--- src/rtl/dsl_pkg.sv ---
// Package of constants for the serial load path of the converter
package dsl_pkg;
  localparam int DSL_WORD_W = 16;
  localparam int DSL_SEG_BITS = 4;
  localparam int DSL_SEG_LINES = 15;
  localparam int DSL_LADDER_W = 12;
  localparam logic [15:0] DSL_LATCH_RST = 16'h0000;
  localparam int DSL_CLK_MHZ = 100;
  localparam int DSL_PWRUP_US = 10;
  localparam int DSL_PWRUP_CYC = DSL_PWRUP_US * DSL_CLK_MHZ;
  localparam int DSL_SYNC_STAGES = 2;
endpackage

--- src/rtl/dsl_sync.sv ---
// Two-stage synchroniser for a vector of pin inputs
`timescale 1ns/1ns
module dsl_sync #(
  parameter int W = 1
) (
  // Clock and control
  input wire logic mclk,
  input wire logic reset,
  input wire logic clk_en,
  // Data
  input wire logic [W-1:0] d,
  output logic [W-1:0] q
);
  logic [W-1:0] meta_r;

  // First stage feeds only the second
  always_ff @(posedge mclk)
  begin
    if (reset)
    begin
      meta_r <= '1;
      q <= '1;
    end
    else if (clk_en)
    begin
      meta_r <= d;
      q <= meta_r;
    end
  end
endmodule

--- src/rtl/dsl_load_path.sv ---
// Serial input, input register and latch of the 16-bit converter
// Notes on behaviour
// - Chip select high: clock and data ignored
// - Chip select low: shift data MSB first
// - Chip select rising copies shift to input
// - All three registers are sixteen bits
// - Extra clocks: last sixteen bits kept
// - Input register and latch reset to zero
// - Shift register not cleared by reset
// - Short frame keeps old shift bits
// - Without load pin, latch follows input
// - Load pin low updates latch from input
// - Load tied low updates right after
// - Load low: latch follows input continuously
// - Four MSBs to fifteen thermometer lines
// - Code is straight unsigned binary
`timescale 1ns/1ns
module dsl_load_path
  import dsl_pkg::*;
#(
  parameter bit HAS_LOAD_PIN = 1'b1,
  parameter int PWRUP_CYC = dsl_pkg::DSL_PWRUP_CYC
) (
  // Clock, reset, enable
  input wire logic mclk,
  input wire logic reset,
  input wire logic clk_en,
  // Serial link pins
  input wire logic chip_sel_n,
  input wire logic ser_clk,
  input wire logic ser_data,
  input wire logic latch_load_n,
  // Converter switch drives and latched code copy
  output logic [dsl_pkg::DSL_SEG_LINES-1:0] segment_switches,
  output logic [dsl_pkg::DSL_LADDER_W-1:0] ladder_switches,
  output logic [dsl_pkg::DSL_WORD_W-1:0] latch_code,
  // Status
  output logic link_ready,
  output logic word_loaded
);
  import dsl_pkg::*;

  // Elaboration checks; the decode and the counter rely on these sizes
  if (DSL_SEG_BITS + DSL_LADDER_W != DSL_WORD_W)
  begin : g_bad_split
    $error("segment and ladder fields must fill the word");
  end
  if (DSL_SEG_LINES != (1 << DSL_SEG_BITS) - 1)
  begin : g_bad_therm
    $error("thermometer needs one line per segment step");
  end
  if (PWRUP_CYC < 1)
  begin : g_bad_wait
    $error("power-up wait needs at least one cycle");
  end
  if (DSL_SYNC_STAGES != 2)
  begin : g_bad_sync
    $error("pin synchroniser is built with two stages");
  end
  if ($bits(DSL_LATCH_RST) != DSL_WORD_W)
  begin : g_bad_rst
    $error("latch reset value must be one word wide");
  end

  // Thermometer decode of the segment field
  // Line i is on when the code exceeds i, so lines only ever fill
  // from the bottom and no two codes share a pattern
  function automatic logic [DSL_SEG_LINES-1:0] therm(
    input logic [DSL_SEG_BITS-1:0] c);
    logic [DSL_SEG_LINES-1:0] t;
    t = '0;
    for (int i = 0; i < DSL_SEG_LINES; i++)
      t[i] = (32'(c) > i);
    return t;
  endfunction

  logic cs_s, sck_s, sdi_s, ld_s;
  logic cs_d_r, sck_d_r;
  logic [DSL_WORD_W-1:0] shift_r;
  logic [DSL_WORD_W-1:0] input_r;
  logic [DSL_WORD_W-1:0] latch_r;
  logic [$clog2(PWRUP_CYC+1)-1:0] pwr_cnt_r;
  logic sck_rise, cs_rise, load_act;
  logic pwr_done;

  // Pins pass two flops before use
  // Seen from the pins, a chip select rise reaches cs_s two cycles
  // later; the input register loads on the next edge, the latch one
  // edge after that and the switch drives one more edge later.
  // The link clock must stay at each level for more than one cycle,
  // otherwise edges are lost between samples.
  // A low enable freezes the synchroniser too, so pin activity
  // during a freeze is not seen at all.
  dsl_sync #(.W(4)) u_sync (
    .mclk(mclk),
    .reset(reset),
    .clk_en(clk_en),
    .d({chip_sel_n, ser_clk, ser_data, latch_load_n}),
    .q({cs_s, sck_s, sdi_s, ld_s})
  );

  // Chip select history; resets to the idle high level
  always_ff @(posedge mclk)
  begin
    if (reset)
      cs_d_r <= 1'b1;
    else if (clk_en)
      cs_d_r <= cs_s;
  end

  // Serial clock history; starts high so that a pin resting low
  // after reset cannot fake a rising edge
  always_ff @(posedge mclk)
  begin
    if (reset)
      sck_d_r <= 1'b1;
    else if (clk_en)
      sck_d_r <= sck_s;
  end

  // Rising link clock counts only inside a frame
  assign sck_rise = sck_s & ~sck_d_r & ~cs_s;
  // Frame end: chip select back high
  assign cs_rise = cs_s & ~cs_d_r;
  // Without a load pin the latch behaves as if it were tied low
  assign load_act = HAS_LOAD_PIN ? ~ld_s : 1'b1;

  // Shift register; no reset so old bits survive short frames
  // Older bits fall off the top, so long frames keep the last word
  always_ff @(posedge mclk)
  begin
    if (clk_en && sck_rise)
      shift_r <= {shift_r[DSL_WORD_W-2:0], sdi_s};
  end

  // Input register loads on chip select release, no bit count
  // A cut frame is loaded as it stands; the master must resend
  always_ff @(posedge mclk)
  begin
    if (reset)
      input_r <= DSL_LATCH_RST;
    else if (clk_en && cs_rise)
      input_r <= shift_r;
  end

  // Latch is level sensitive on the load input
  // While the load input is low the latch tracks the input register
  // every cycle; a load pulsed low while a frame is open would pass
  // the old word, which is why the master keeps it high then.
  always_ff @(posedge mclk)
  begin
    if (reset)
      latch_r <= DSL_LATCH_RST;
    else if (clk_en && load_act)
      latch_r <= input_r;
  end

  // Segment lines from the four top latch bits
  always_ff @(posedge mclk)
  begin
    if (reset)
      segment_switches <= '0;
    else if (clk_en)
      segment_switches <= therm(latch_r[DSL_WORD_W-1 -: DSL_SEG_BITS]);
  end

  // Ladder bits straight from the low latch field
  always_ff @(posedge mclk)
  begin
    if (reset)
      ladder_switches <= '0;
    else if (clk_en)
      ladder_switches <= latch_r[DSL_LADDER_W-1:0];
  end

  // Code copy for status; straight unsigned binary, no offset
  always_ff @(posedge mclk)
  begin
    if (reset)
      latch_code <= DSL_LATCH_RST;
    else if (clk_en)
      latch_code <= latch_r;
  end

  // Load event pulse for the surrounding logic
  always_ff @(posedge mclk)
  begin
    if (reset)
      word_loaded <= 1'b0;
    else if (clk_en)
      word_loaded <= cs_rise;
  end

  // Wait counter reaches its end after PWRUP_CYC enabled cycles
  assign pwr_done = 32'(pwr_cnt_r) >= PWRUP_CYC - 1;

  // Power-up wait indicator for the master side
  always_ff @(posedge mclk)
  begin
    if (reset)
    begin
      pwr_cnt_r <= '0;
      link_ready <= 1'b0;
    end
    else if (clk_en && !link_ready)
    begin
      pwr_cnt_r <= pwr_cnt_r + 1'b1;
      if (pwr_done)
        link_ready <= 1'b1;
    end
  end
endmodule

--- config.mk ---
export PLATFORM = sky130hd
export DESIGN_NAME = dsl_load_path
export DESIGN_NICKNAME = d
export VERILOG_FILES = /design/src/rtl/dsl_pkg.sv /design/src/rtl/dsl_sync.sv /design/src/rtl/dsl_load_path.sv
export SDC_FILE = /design/constraint.sdc
export NUM_CORES = 1
export LEC_CHECK = 0
export ABC_AREA = 1
export BUFFER_PORTS_ARGS = -buffer_cell sky130_fd_sc_hd__buf_4
export CAP_MARGIN = 20
export CORE_UTILIZATION = 39
export CTS_CLUSTER_DIAMETER = 40
export DETAILED_ROUTE_END_ITERATION = 6
export PLACE_DENSITY_LB_ADDON = 0.12
export SYNTH_ARGS = -nofsm -noshare
export SYNTH_HDL_FRONTEND = slang
export SYNTH_SLANG_ARGS = --single-unit
--- constraint.sdc ---
create_clock -name mclk -period 2.2 [get_ports mclk]
set_input_delay 0 -clock mclk [delete_from_list [all_inputs] [get_ports mclk]]
set_output_delay 0 -clock mclk [all_outputs]
set_load 0.02 [all_outputs]
==> results.sh, run 1 <==
export IMPL_cp_arrival_ns=1.76
export IMPL_gr_total_overflow=0
export IMPL_rsz0062_at_grt="false"
export IMPL_synthArstFlopShare_pct=0
export IMPL_drt_vias_per_instance=4.66
export IMPL_setup_tns_ns=0
export IMPL_rr_worst_depth=6
export IMPL_rows=35
export IMPL_grt_util_met1_pct=21.9
export IMPL_wl_per_cell_um=12.0
export IMPL_fin_crit_ns=1.52
export IMPL_hold_ws_ns=0.0548
export IMPL_cellPowerDensity_nw_per_um2=800
export IMPL_regArea_um2=2180
export IMPL_finClkSkew_ns=0.00966
export IMPL_slew_headroom_pct=66.6
export IMPL_clock_latency_ns=0.36
export IMPL_cellLeakagePower_nw=1.88
export IMPL_pin_count=52
export IMPL_crit_end="latch_r[12]$_SDFFE_PP0P_"
export IMPL_core_area_um2=9240
export IMPL_synth_top_area_cell="dfxtp_1"
export IMPL_drive_above_1_share_pct=16.2
export IMPL_rrSetupSlack_ns=0.80
export IMPL_cts_buffer_depth=2
export IMPL_grtUsageMet3_pct=2.81
export IMPL_ir_drop_mv=0.342
export IMPL_fin_nets=477
export IMPL_finalSetupViolations=0
export IMPL_clk_pin_slew_ns=0.09
export IMPL_routed_wl_um=7210
export IMPL_cts_tree="done"
export IMPL_fin_area_um2=4350
export IMPL_nFillCells=915
export IMPL_cp_start_kind="input pin"
export IMPL_cts_setup_buffers=0
export IMPL_multiInputGateArea_um2=1240
export IMPL_ctsResizeCount=0
export IMPL_synthCells=430
export IMPL_syn_to_final_growth_pct=17.4
export IMPL_portBuffers=51
export IMPL_seq_area_frac_synth_pct=58.9
export IMPL_hold_violations=0
export IMPL_min_path_type="in -> reg"
export IMPL_drt_iter0_drc=96
export IMPL_reg2reg_from="pwr_cnt_r[0]$_SDFFE_PP0P_"
export IMPL_grtUsageTotal_pct=15.8
export IMPL_end_kind="flop"
export IMPL_num_vias=2810
export IMPL_grt_use_met2_pct=24.0
export IMPL_grt_busiest_layer="met2"
export IMPL_synth_top_area_share_pct=45.9
export IMPL_diodes=0
export IMPL_post_place_ws_ns=0.801
export IMPL_die_w_um=99.5
export IMPL_r2r_end="pwr_cnt_r[8]$_SDFFE_PP0P_"
export IMPL_design_die_area_um2=9890
export IMPL_synth_most_common_cell="nor2_1"
export IMPL_synth_edf_count=16
export IMPL_ys_types=28
export IMPL_final_antenna_net_count=0
export IMPL_cts_root_buf="clkbuf_8"
export IMPL_status="completed"
export IMPL_finalMaxSlewViolations=0
export IMPL_first_pass_iters=4
export IMPL_avgSynthCellArea_um2=8.62
export IMPL_place_hpwl_um=4720
export IMPL_clock_sinks=101
export IMPL_tightest_slew_ns=0.498
export IMPL_critPathMaxFanout=47
export IMPL_ys_top_cells_by_area="dfxtp_1, edfxtp_1, nor2_1, o21ai_0, nand2_1"
export IMPL_synthFlopType="dfxtp_1"
export IMPL_place_area_um2=4100
export IMPL_cts_max_level=3
export IMPL_cts_buffers=9
export IMPL_syn_area_um2=3700
export IMPL_gp_congestion=0.740
export IMPL_syn_nets=438
export IMPL_grt_pass1_vias=2646
export IMPL_start_util_pct=40.1
export IMPL_critPathKind="in -> reg"
export IMPL_die_h_um=99.5
export IMPL_finalCritPeriodShare_pct=69.3
export IMPL_antenna_found_initial=0
export IMPL_cap_violations=0
export IMPL_drc_errors=0
export IMPL_grt_max_degree=48
export IMPL_synth_warning_count=0
export IMPL_clock_fmax_mhz=656
export IMPL_synth_seq_cells=101
export IMPL_synthTopCellsByCount="nor2_1, dfxtp_1, nand2_1"
export IMPL_cp_required_ns=2.44
export IMPL_fin_ws_ns=0.676
export IMPL_crit_start="reset"
export IMPL_grt_pass1_wl_um=12400
-- what timing repair did --
item                                   CTS  global route
endpoints found under the hold margin   24             0
setup endpoints to repair                0             0
hold buffers                             5             0
-- power breakdown --
part           leakage, nW  switching (mW)  internal (mW)  total [mW]
clock               0.0988           0.606          0.596        1.20
combinational        0.940           0.178          0.111       0.289
sequential           0.838          0.0459           1.94        1.99
-- stage by stage --
step	total power [mW]	instances	util [%]
2_1_floorplan	2.23	430	-
3_3_place_gp	2.31	582	44.3
3_5_place_dp	2.31	582	44.3
4_1_cts	3.52	603	47.1
5_1_grt	3.63	603	47.1
6_report	3.48	603	47.1
-- sequential cells by signal, indices dropped and copies added (netlist names), 4 cells and up --
name,cells
input_r,16
latch_r,16
shift_r,16
segment_switches,15
ladder_switches,11
pwr_cnt_r,10
latch_code,5
u_sync.meta_r,4
u_sync.q,4
-- worst max-delay path: stages --
cell           delay, ns
dlygate4sd3_1       0.52
buf_4               0.24
clkinv_1            0.46
buf_12              0.36
o21ai_0             0.09
a21oi_1             0.06
-- layout by cell type (no fill, tap or decap), types with 5 or more instances in the layout --
cell type      count
inv_1             20
a21oi_1           24
dfxtp_1           85
dlygate4sd3_1      5
o21ai_0           46
clkbuf_8           9
nor2_1           107
nand2_1           55
buf_4             54
nand3_1           18
edfxtp_1          16
-- metal layers --
layer / part of all wire (%) / up-vias
met5: 0 / -
met4: 1.7 / 0
met3: 2.4 / 11
met2: 44 / 38
met1: 52 / 1303
li1: - / 1458
-- worst min path at each step --
| stage | from | endpoint | slack (ns) | depth (start not counted) |
|---|---|---|---|---|
| 2_1_floorplan | latch_load_n | u_sync.meta_r[0]$_SDFFE_PP1P_ | 0.13 | 2 |
| 3_3_place_gp | ser_clk | u_sync.meta_r[2]$_SDFFE_PP1P_ | 0.22 | 3 |
| 3_5_place_dp | latch_load_n | u_sync.meta_r[0]$_SDFFE_PP1P_ | 0.23 | 3 |
| 4_1_cts | clk_en | latch_code[12]$_SDFFE_PP0P_ | 0.04 | 2 |
| 5_1_grt | clk_en | u_sync.q[1]$_SDFFE_PP1P_ | 0.07 | 3 |
| 6_report | clk_en | latch_code[12]$_SDFFE_PP0P_ | 0.05 | 2 |
-- area by class of cell --
| class | count | share of cell area, % |
|---|---|---|
| clock inverters | 3 | 0.978 |
| inverters | 24 | 2.07 |
| repair buffers | 60 | 10.9 |
| flip-flops and latches | 101 | 50.2 |
| well taps | 129 | 3.71 |
| clock buffers | 13 | 3.68 |
| multi-input cells | 273 | 28.4 |
-- kinds of logic (layout without fill, tap and decap cells) --
logic type,count (synthesis),count (layout),synth area share [%]
flops,101,101,58.9
simple gates,191,191,21.5
compound gates,81,81,11.4
buf+inv,56,100,7.87
fa+ha+maj,1,1,0.338
Note: power is estimated with default switching activity, not from simulation.
==> run 2, diff against run 1 <==
Clock period 2.2 ns to 1.3 ns, I/O delays scaled along.
==> run 2 against run 1 <==
Critical endpoint is now pwr_cnt_r[6]$_SDFFE_PP0P_. Critical path depth up 1. Highest routed layer unchanged. Largest cell class unchanged. Worst hold slack worse by 0.033 ns. Cell count up 1.3%. Combinational power up 76%. First-iteration DRC count up 7.3%. Sequential power up 69%.
==> results.sh, run 2 (synthesis gave the netlist of run 1 again) <==
export IMPL_status="completed"
export IMPL_drt_iter0_drc=103
export IMPL_final_common_cell="nor2_1"
export IMPL_diodes=0
export IMPL_cellLeakagePower_nw=1.93
export IMPL_design_die_area_um2=9890
export IMPL_clk_pin_slew_ns=0.10
export IMPL_hold_violations=0
export IMPL_grt_pass1_wl_um=12300
export IMPL_fin_crit_ns=1.18
export IMPL_place_hpwl_um=4690
export IMPL_clock_latency_ns=0.37
export IMPL_fin_nets=485
export IMPL_routed_wl_um=7340
export IMPL_tightest_slew_ns=0.391
export IMPL_clock_sinks=101
export IMPL_die_w_um=99.5
export IMPL_num_vias=2843
export IMPL_cp_arrival_ns=1.46
export IMPL_end_kind="flop"
export IMPL_ir_drop_mv=0.682
export IMPL_portBuffers=51
export IMPL_finClkSkew_ns=0.00919
export IMPL_gp_congestion=0.733
export IMPL_cap_violations=0
export IMPL_cp_start_kind="flop"
export IMPL_min_path_type="in -> reg"
export IMPL_start_util_pct=40.1
export IMPL_setup_tns_ns=0
export IMPL_cts_max_level=3
export IMPL_critPathKind="reg -> reg"
export IMPL_wl_per_cell_um=12.0
export IMPL_drc_errors=0
export IMPL_cellPowerDensity_nw_per_um2=1330
export IMPL_hp_start="clk_en"
export IMPL_cts_tree="done"
export IMPL_die_h_um=99.5
export IMPL_antenna_found_initial=0
export IMPL_utilization_pct=47.9
export IMPL_finalCritPeriodShare_pct=91.1
export IMPL_clock_fmax_mhz=844
export IMPL_finalMaxSlewViolations=0
export IMPL_crit_start="pwr_cnt_r[0]$_SDFFE_PP0P_"
export IMPL_cts_buffers=9
export IMPL_final_antenna_net_count=0
export IMPL_grt_max_degree=65
export IMPL_grtUsageTotal_pct=15.8
export IMPL_post_place_ws_ns=0.0650
export IMPL_syn_to_final_growth_pct=19.6
export IMPL_drt_vias_per_instance=4.65
export IMPL_cts_root_buf="clkbuf_8"
export IMPL_slew_headroom_pct=73.7
export IMPL_first_pass_iters=4
export IMPL_grt_pass1_vias=2635
export IMPL_reg2reg_from="pwr_cnt_r[0]$_SDFFE_PP0P_"
export IMPL_rows=35
export IMPL_top_regs="input_r (16), latch_r (16), shift_r (16)"
export IMPL_pin_count=52
export IMPL_cp_required_ns=1.58
export IMPL_rsz0062_at_grt="false"
export IMPL_finalSetupViolations=0
export IMPL_critPathMaxFanout=3
export IMPL_core_area_um2=9240
export IMPL_fin_ws_ns=0.115
export IMPL_final_cell_mix="nor2_1, dfxtp_1, buf_4, nand2_1, o21ai_0"
export IMPL_cts_buffer_depth=2
export IMPL_gr_total_overflow=0
export IMPL_drive_above_1_share_pct=18.5
==> run 2: final timing paths <==
kind / end / slack, ns / depth (start not counted)
worst max-delay path: pwr_cnt_r[6]$_SDFFE_PP0P_ / 0.12 / 7
worst min-delay path: latch_code[13]$_SDFFE_PP0P_ / 0.02 / 3
worst max register to register: pwr_cnt_r[6]$_SDFFE_PP0P_ / 0.12 / 7
worst min register to register: shift_r[15]$_DFFE_PP_ / 0.45 / 0
==> run 2: layer usage <==
layer / GRT usage, % / part of all wire, % / vias up
met2: 25.1 / 45 / 39
met4: 5.43 / 1.4 / 0
met5: 0 / 0 / -
met3: 4.29 / 3.4 / 9
li1: - / - / 1482
met1: 20.9 / 51 / 1313
==> run 2: report_power, final <==
group	total, mW	switching [mW]	leakage [nW]	internal (mW)
Sequential	3.36	0.0774	0.839	3.28
Combinational	0.510	0.308	0.989	0.203
Clock	2.00	1.10	0.104	0.902
Total	5.88	1.49	1.93	4.39
==> run 2: timing repair <==
| action | in CTS | in global routing |
|---|---|---|
| buffers inserted | 0 | 2 |
| hold endpoints to repair | 6 | 0 |
| gates resized for setup | 0 | 2 |
| hold buffers | 6 | 0 |
| endpoints found under the setup margin | 0 | 6 |
==> run 2: final cells by class <==
| type | instances | area, µm² |
|---|---|---|
| Timing Repair Buffer | 68 | 551 |
| Multi-Input combinational cell | 273 | 1250 |
| Sequential cell | 101 | 2180 |
| Clock inverter | 7 | 72.6 |
| Inverter | 24 | 90.1 |
| Fill cell | 921 | 4810 |
| Tap cell | 129 | 161 |
| Clock buffer | 9 | 124 |
==> run 2: through the flow <==
| step | hold slack, ns | std cells | area (µm²) | power [mW] |
|---|---|---|---|---|
| after floorplan | 0.126 | 430 | 3720 | 3.77 |
| after global placement | 0.216 | 587 | 4150 | 3.92 |
| after detailed placement | 0.221 | 587 | 4150 | 3.93 |
| after CTS | 0.00785 | 609 | 4410 | 5.95 |
| after global routing | 0.0312 | 611 | 4430 | 6.14 |
| final | 0.0214 | 611 | 4430 | 5.88 |
==> run 2: critical path, cell delays in order (launching register included) <==
cell	delay (ns)
dfxtp_2	0.36
ha_1	0.16
buf_4	0.12
nand3_1	0.07
nor2_1	0.14
nand2_1	0.09
nor2_1	0.10
nor2_1	0.05
==> run 3, diff against run 2 <==
Settings changed: CORE_UTILIZATION 39 to 51.
==> run 3 against run 2 <==
Global-route usage up 4.8 points. Worst hold slack better by 0.0092 ns. Sequential cell count unchanged. Critical path depth up 1. Clock-buffer cell count up 2. Non-clock buffer count down 1. Clock power about the same. Critical path type unchanged.
==> results.sh, run 3 (synthesis gave the netlist of run 1 again) <==
export IMPL_drt_vias_per_instance=4.97
export IMPL_critPathMaxFanout=3
export IMPL_clock_fmax_mhz=837
export IMPL_hp_start="clk_en"
export IMPL_design_die_area_um2=7610
export IMPL_grtUsageMet3_pct=5.40
export IMPL_place_hpwl_um=4610
export IMPL_cellPowerDensity_nw_per_um2=1340
export IMPL_portBuffers=51
export IMPL_first_pass_iters=4
export IMPL_setup_tns_ns=0
export IMPL_grt_pass1_wl_um=11900
export IMPL_clk_pin_slew_ns=0.09
export IMPL_gp_congestion=0.785
export IMPL_seqPwrFrac_pct=57.1
export IMPL_tightest_slew_ns=0.331
export IMPL_routed_wl_um=7320
export IMPL_finClkSkew_ns=0.0117
export IMPL_grt_busiest_layer="met2"
export IMPL_finalCritPeriodShare_pct=91.9
export IMPL_end_kind="flop"
export IMPL_r2r_end="pwr_cnt_r[6]$_SDFFE_PP0P_"
export IMPL_rrSetupSlack_ns=0.11
export IMPL_grt_pass1_vias=2553
export IMPL_ir_drop_mv=0.792
export IMPL_rr_worst_depth=8
export IMPL_die_h_um=87.2
export IMPL_cellLeakagePower_nw=1.93
export IMPL_fin_crit_ns=1.19
export IMPL_syn_to_final_growth_pct=18.2
export IMPL_antenna_found_initial=0
export IMPL_cp_arrival_ns=1.49
export IMPL_grt_util_met1_pct=26.5
export IMPL_cap_violations=0
export IMPL_top_regs="input_r (16), latch_r (16), shift_r (16)"
export IMPL_slew_headroom_pct=77.7
export IMPL_min_path_type="in -> reg"
export IMPL_finalSetupViolations=0
export IMPL_die_w_um=87.2
export IMPL_fin_nets=484
export IMPL_start_util_pct=53.6
export IMPL_cts_buffer_depth=2
export IMPL_wl_per_cell_um=12.7
export IMPL_grt_max_degree=65
export IMPL_num_vias=2865
export IMPL_grtUsageTotal_pct=20.6
export IMPL_power_frac_comb_pct=8.6
export IMPL_cp_start_kind="flop"
export IMPL_grt_use_met2_pct=33.1
export IMPL_pin_count=52
export IMPL_status="completed"
export IMPL_switchingPower_mw=1.41
export IMPL_final_antenna_net_count=0
export IMPL_drc_errors=0
export IMPL_p_int_mw=4.48
export IMPL_rsz0062_at_grt="false"
export IMPL_drive_above_1_share_pct=18.5
export IMPL_cts_root_buf="clkbuf_8"
export IMPL_clock_latency_ns=0.35
export IMPL_gr_total_overflow=0
export IMPL_cts_tree="done"
export IMPL_crit_start="pwr_cnt_r[0]$_SDFFE_PP0P_"
export IMPL_swShare_pct=23.9
export IMPL_cp_required_ns=1.59
export IMPL_hold_ws_ns=0.0307
export IMPL_diodes=0
export IMPL_fin_total_pwr_mw=5.89
export IMPL_reg2reg_from="pwr_cnt_r[0]$_SDFFE_PP0P_"
export IMPL_rows=30
export IMPL_final_cell_mix="nor2_1, dfxtp_1, buf_4, nand2_1, o21ai_0"
export IMPL_finalMaxSlewViolations=0
export IMPL_cts_max_level=3
export IMPL_critPathKind="reg -> reg"
export IMPL_cts_buffers=9
export IMPL_pwr_share_clk_pct=34.3
export IMPL_clock_sinks=101
export IMPL_core_area_um2=6910
export IMPL_final_common_cell="nor2_1"
export IMPL_hold_violations=0
export IMPL_crit_end="pwr_cnt_r[6]$_SDFFE_PP0P_"
export IMPL_drt_iter0_drc=124
-- run 3: worst min-delay path by stage --
stage	to	slack [ns]	depth (start not counted)
floorplan	u_sync.meta_r[0]$_SDFFE_PP1P_	0.13	2
global placement	u_sync.meta_r[3]$_SDFFE_PP1P_	0.21	3
detailed placement	u_sync.meta_r[3]$_SDFFE_PP1P_	0.22	3
CTS	latch_code[14]$_SDFFE_PP0P_	0.007	3
global route	latch_code[14]$_SDFFE_PP0P_	0.008	3
finish	latch_code[14]$_SDFFE_PP0P_	0.03	3
-- run 3: worst max-delay path, cell delays in order, from the launching register on --
cell and delay [ns]:
dfxtp_1 0.38, ha_1 0.18, buf_4 0.12, nand3_1 0.08, nor2_2 0.13, nand2_1 0.08
nand2_1 0.06, nand2_1 0.04, nor2_1 0.08
-- run 3: power groups by stage --
stage	combinational (mW)	clock [mW]	sequential, mW
final	0.508	2.02	3.36
after global routing	0.566	2.20	3.38
after CTS	0.508	2.08	3.36
after detailed placement	0.493	0	3.43
after global placement	0.484	0	3.43
after floorplan	0.307	0	3.46
-- run 3: cell type report --
| cell class | instances | area, µm² |
|---|---|---|
| Fill cell | 636 | 2530 |
| Sequential cell | 101 | 2180 |
| Multi-Input combinational cell | 273 | 1250 |
| Timing Repair Buffer | 67 | 528 |
| Clock buffer | 11 | 151 |
| Tap cell | 96 | 120 |
| Inverter | 24 | 90.1 |
| Clock inverter | 5 | 57.6 |
-- run 3: what timing repair did --
item                                    CTS  global route
resized for setup                         0             2
setup buffers                             0             2
endpoints found under the setup margin    0             5
hold buffers                              5             0
hold endpoints to repair                  7             0
-- run 3: metrics by stage --
stage / utilization (%) / area [µm²] / setup slack, ns / instances
finish: 63.4 / 4380 / 0.106 / 577
global route: 63.4 / 4380 / 0.000185 / 577
detailed placement: 59.3 / 4100 / 0.0527 / 554
global placement: 59.3 / 4100 / 0.0974 / 554
CTS: 63.1 / 4360 / 0.0427 / 575
floorplan: - / 3720 / 0.0604 / 430
-- run 3: routing by layer --
layer	up-vias	wire length, µm
li1	1479	-
met2	60	3510
met4	0	70
met3	8	304
met1	1318	3440
met5	-	0
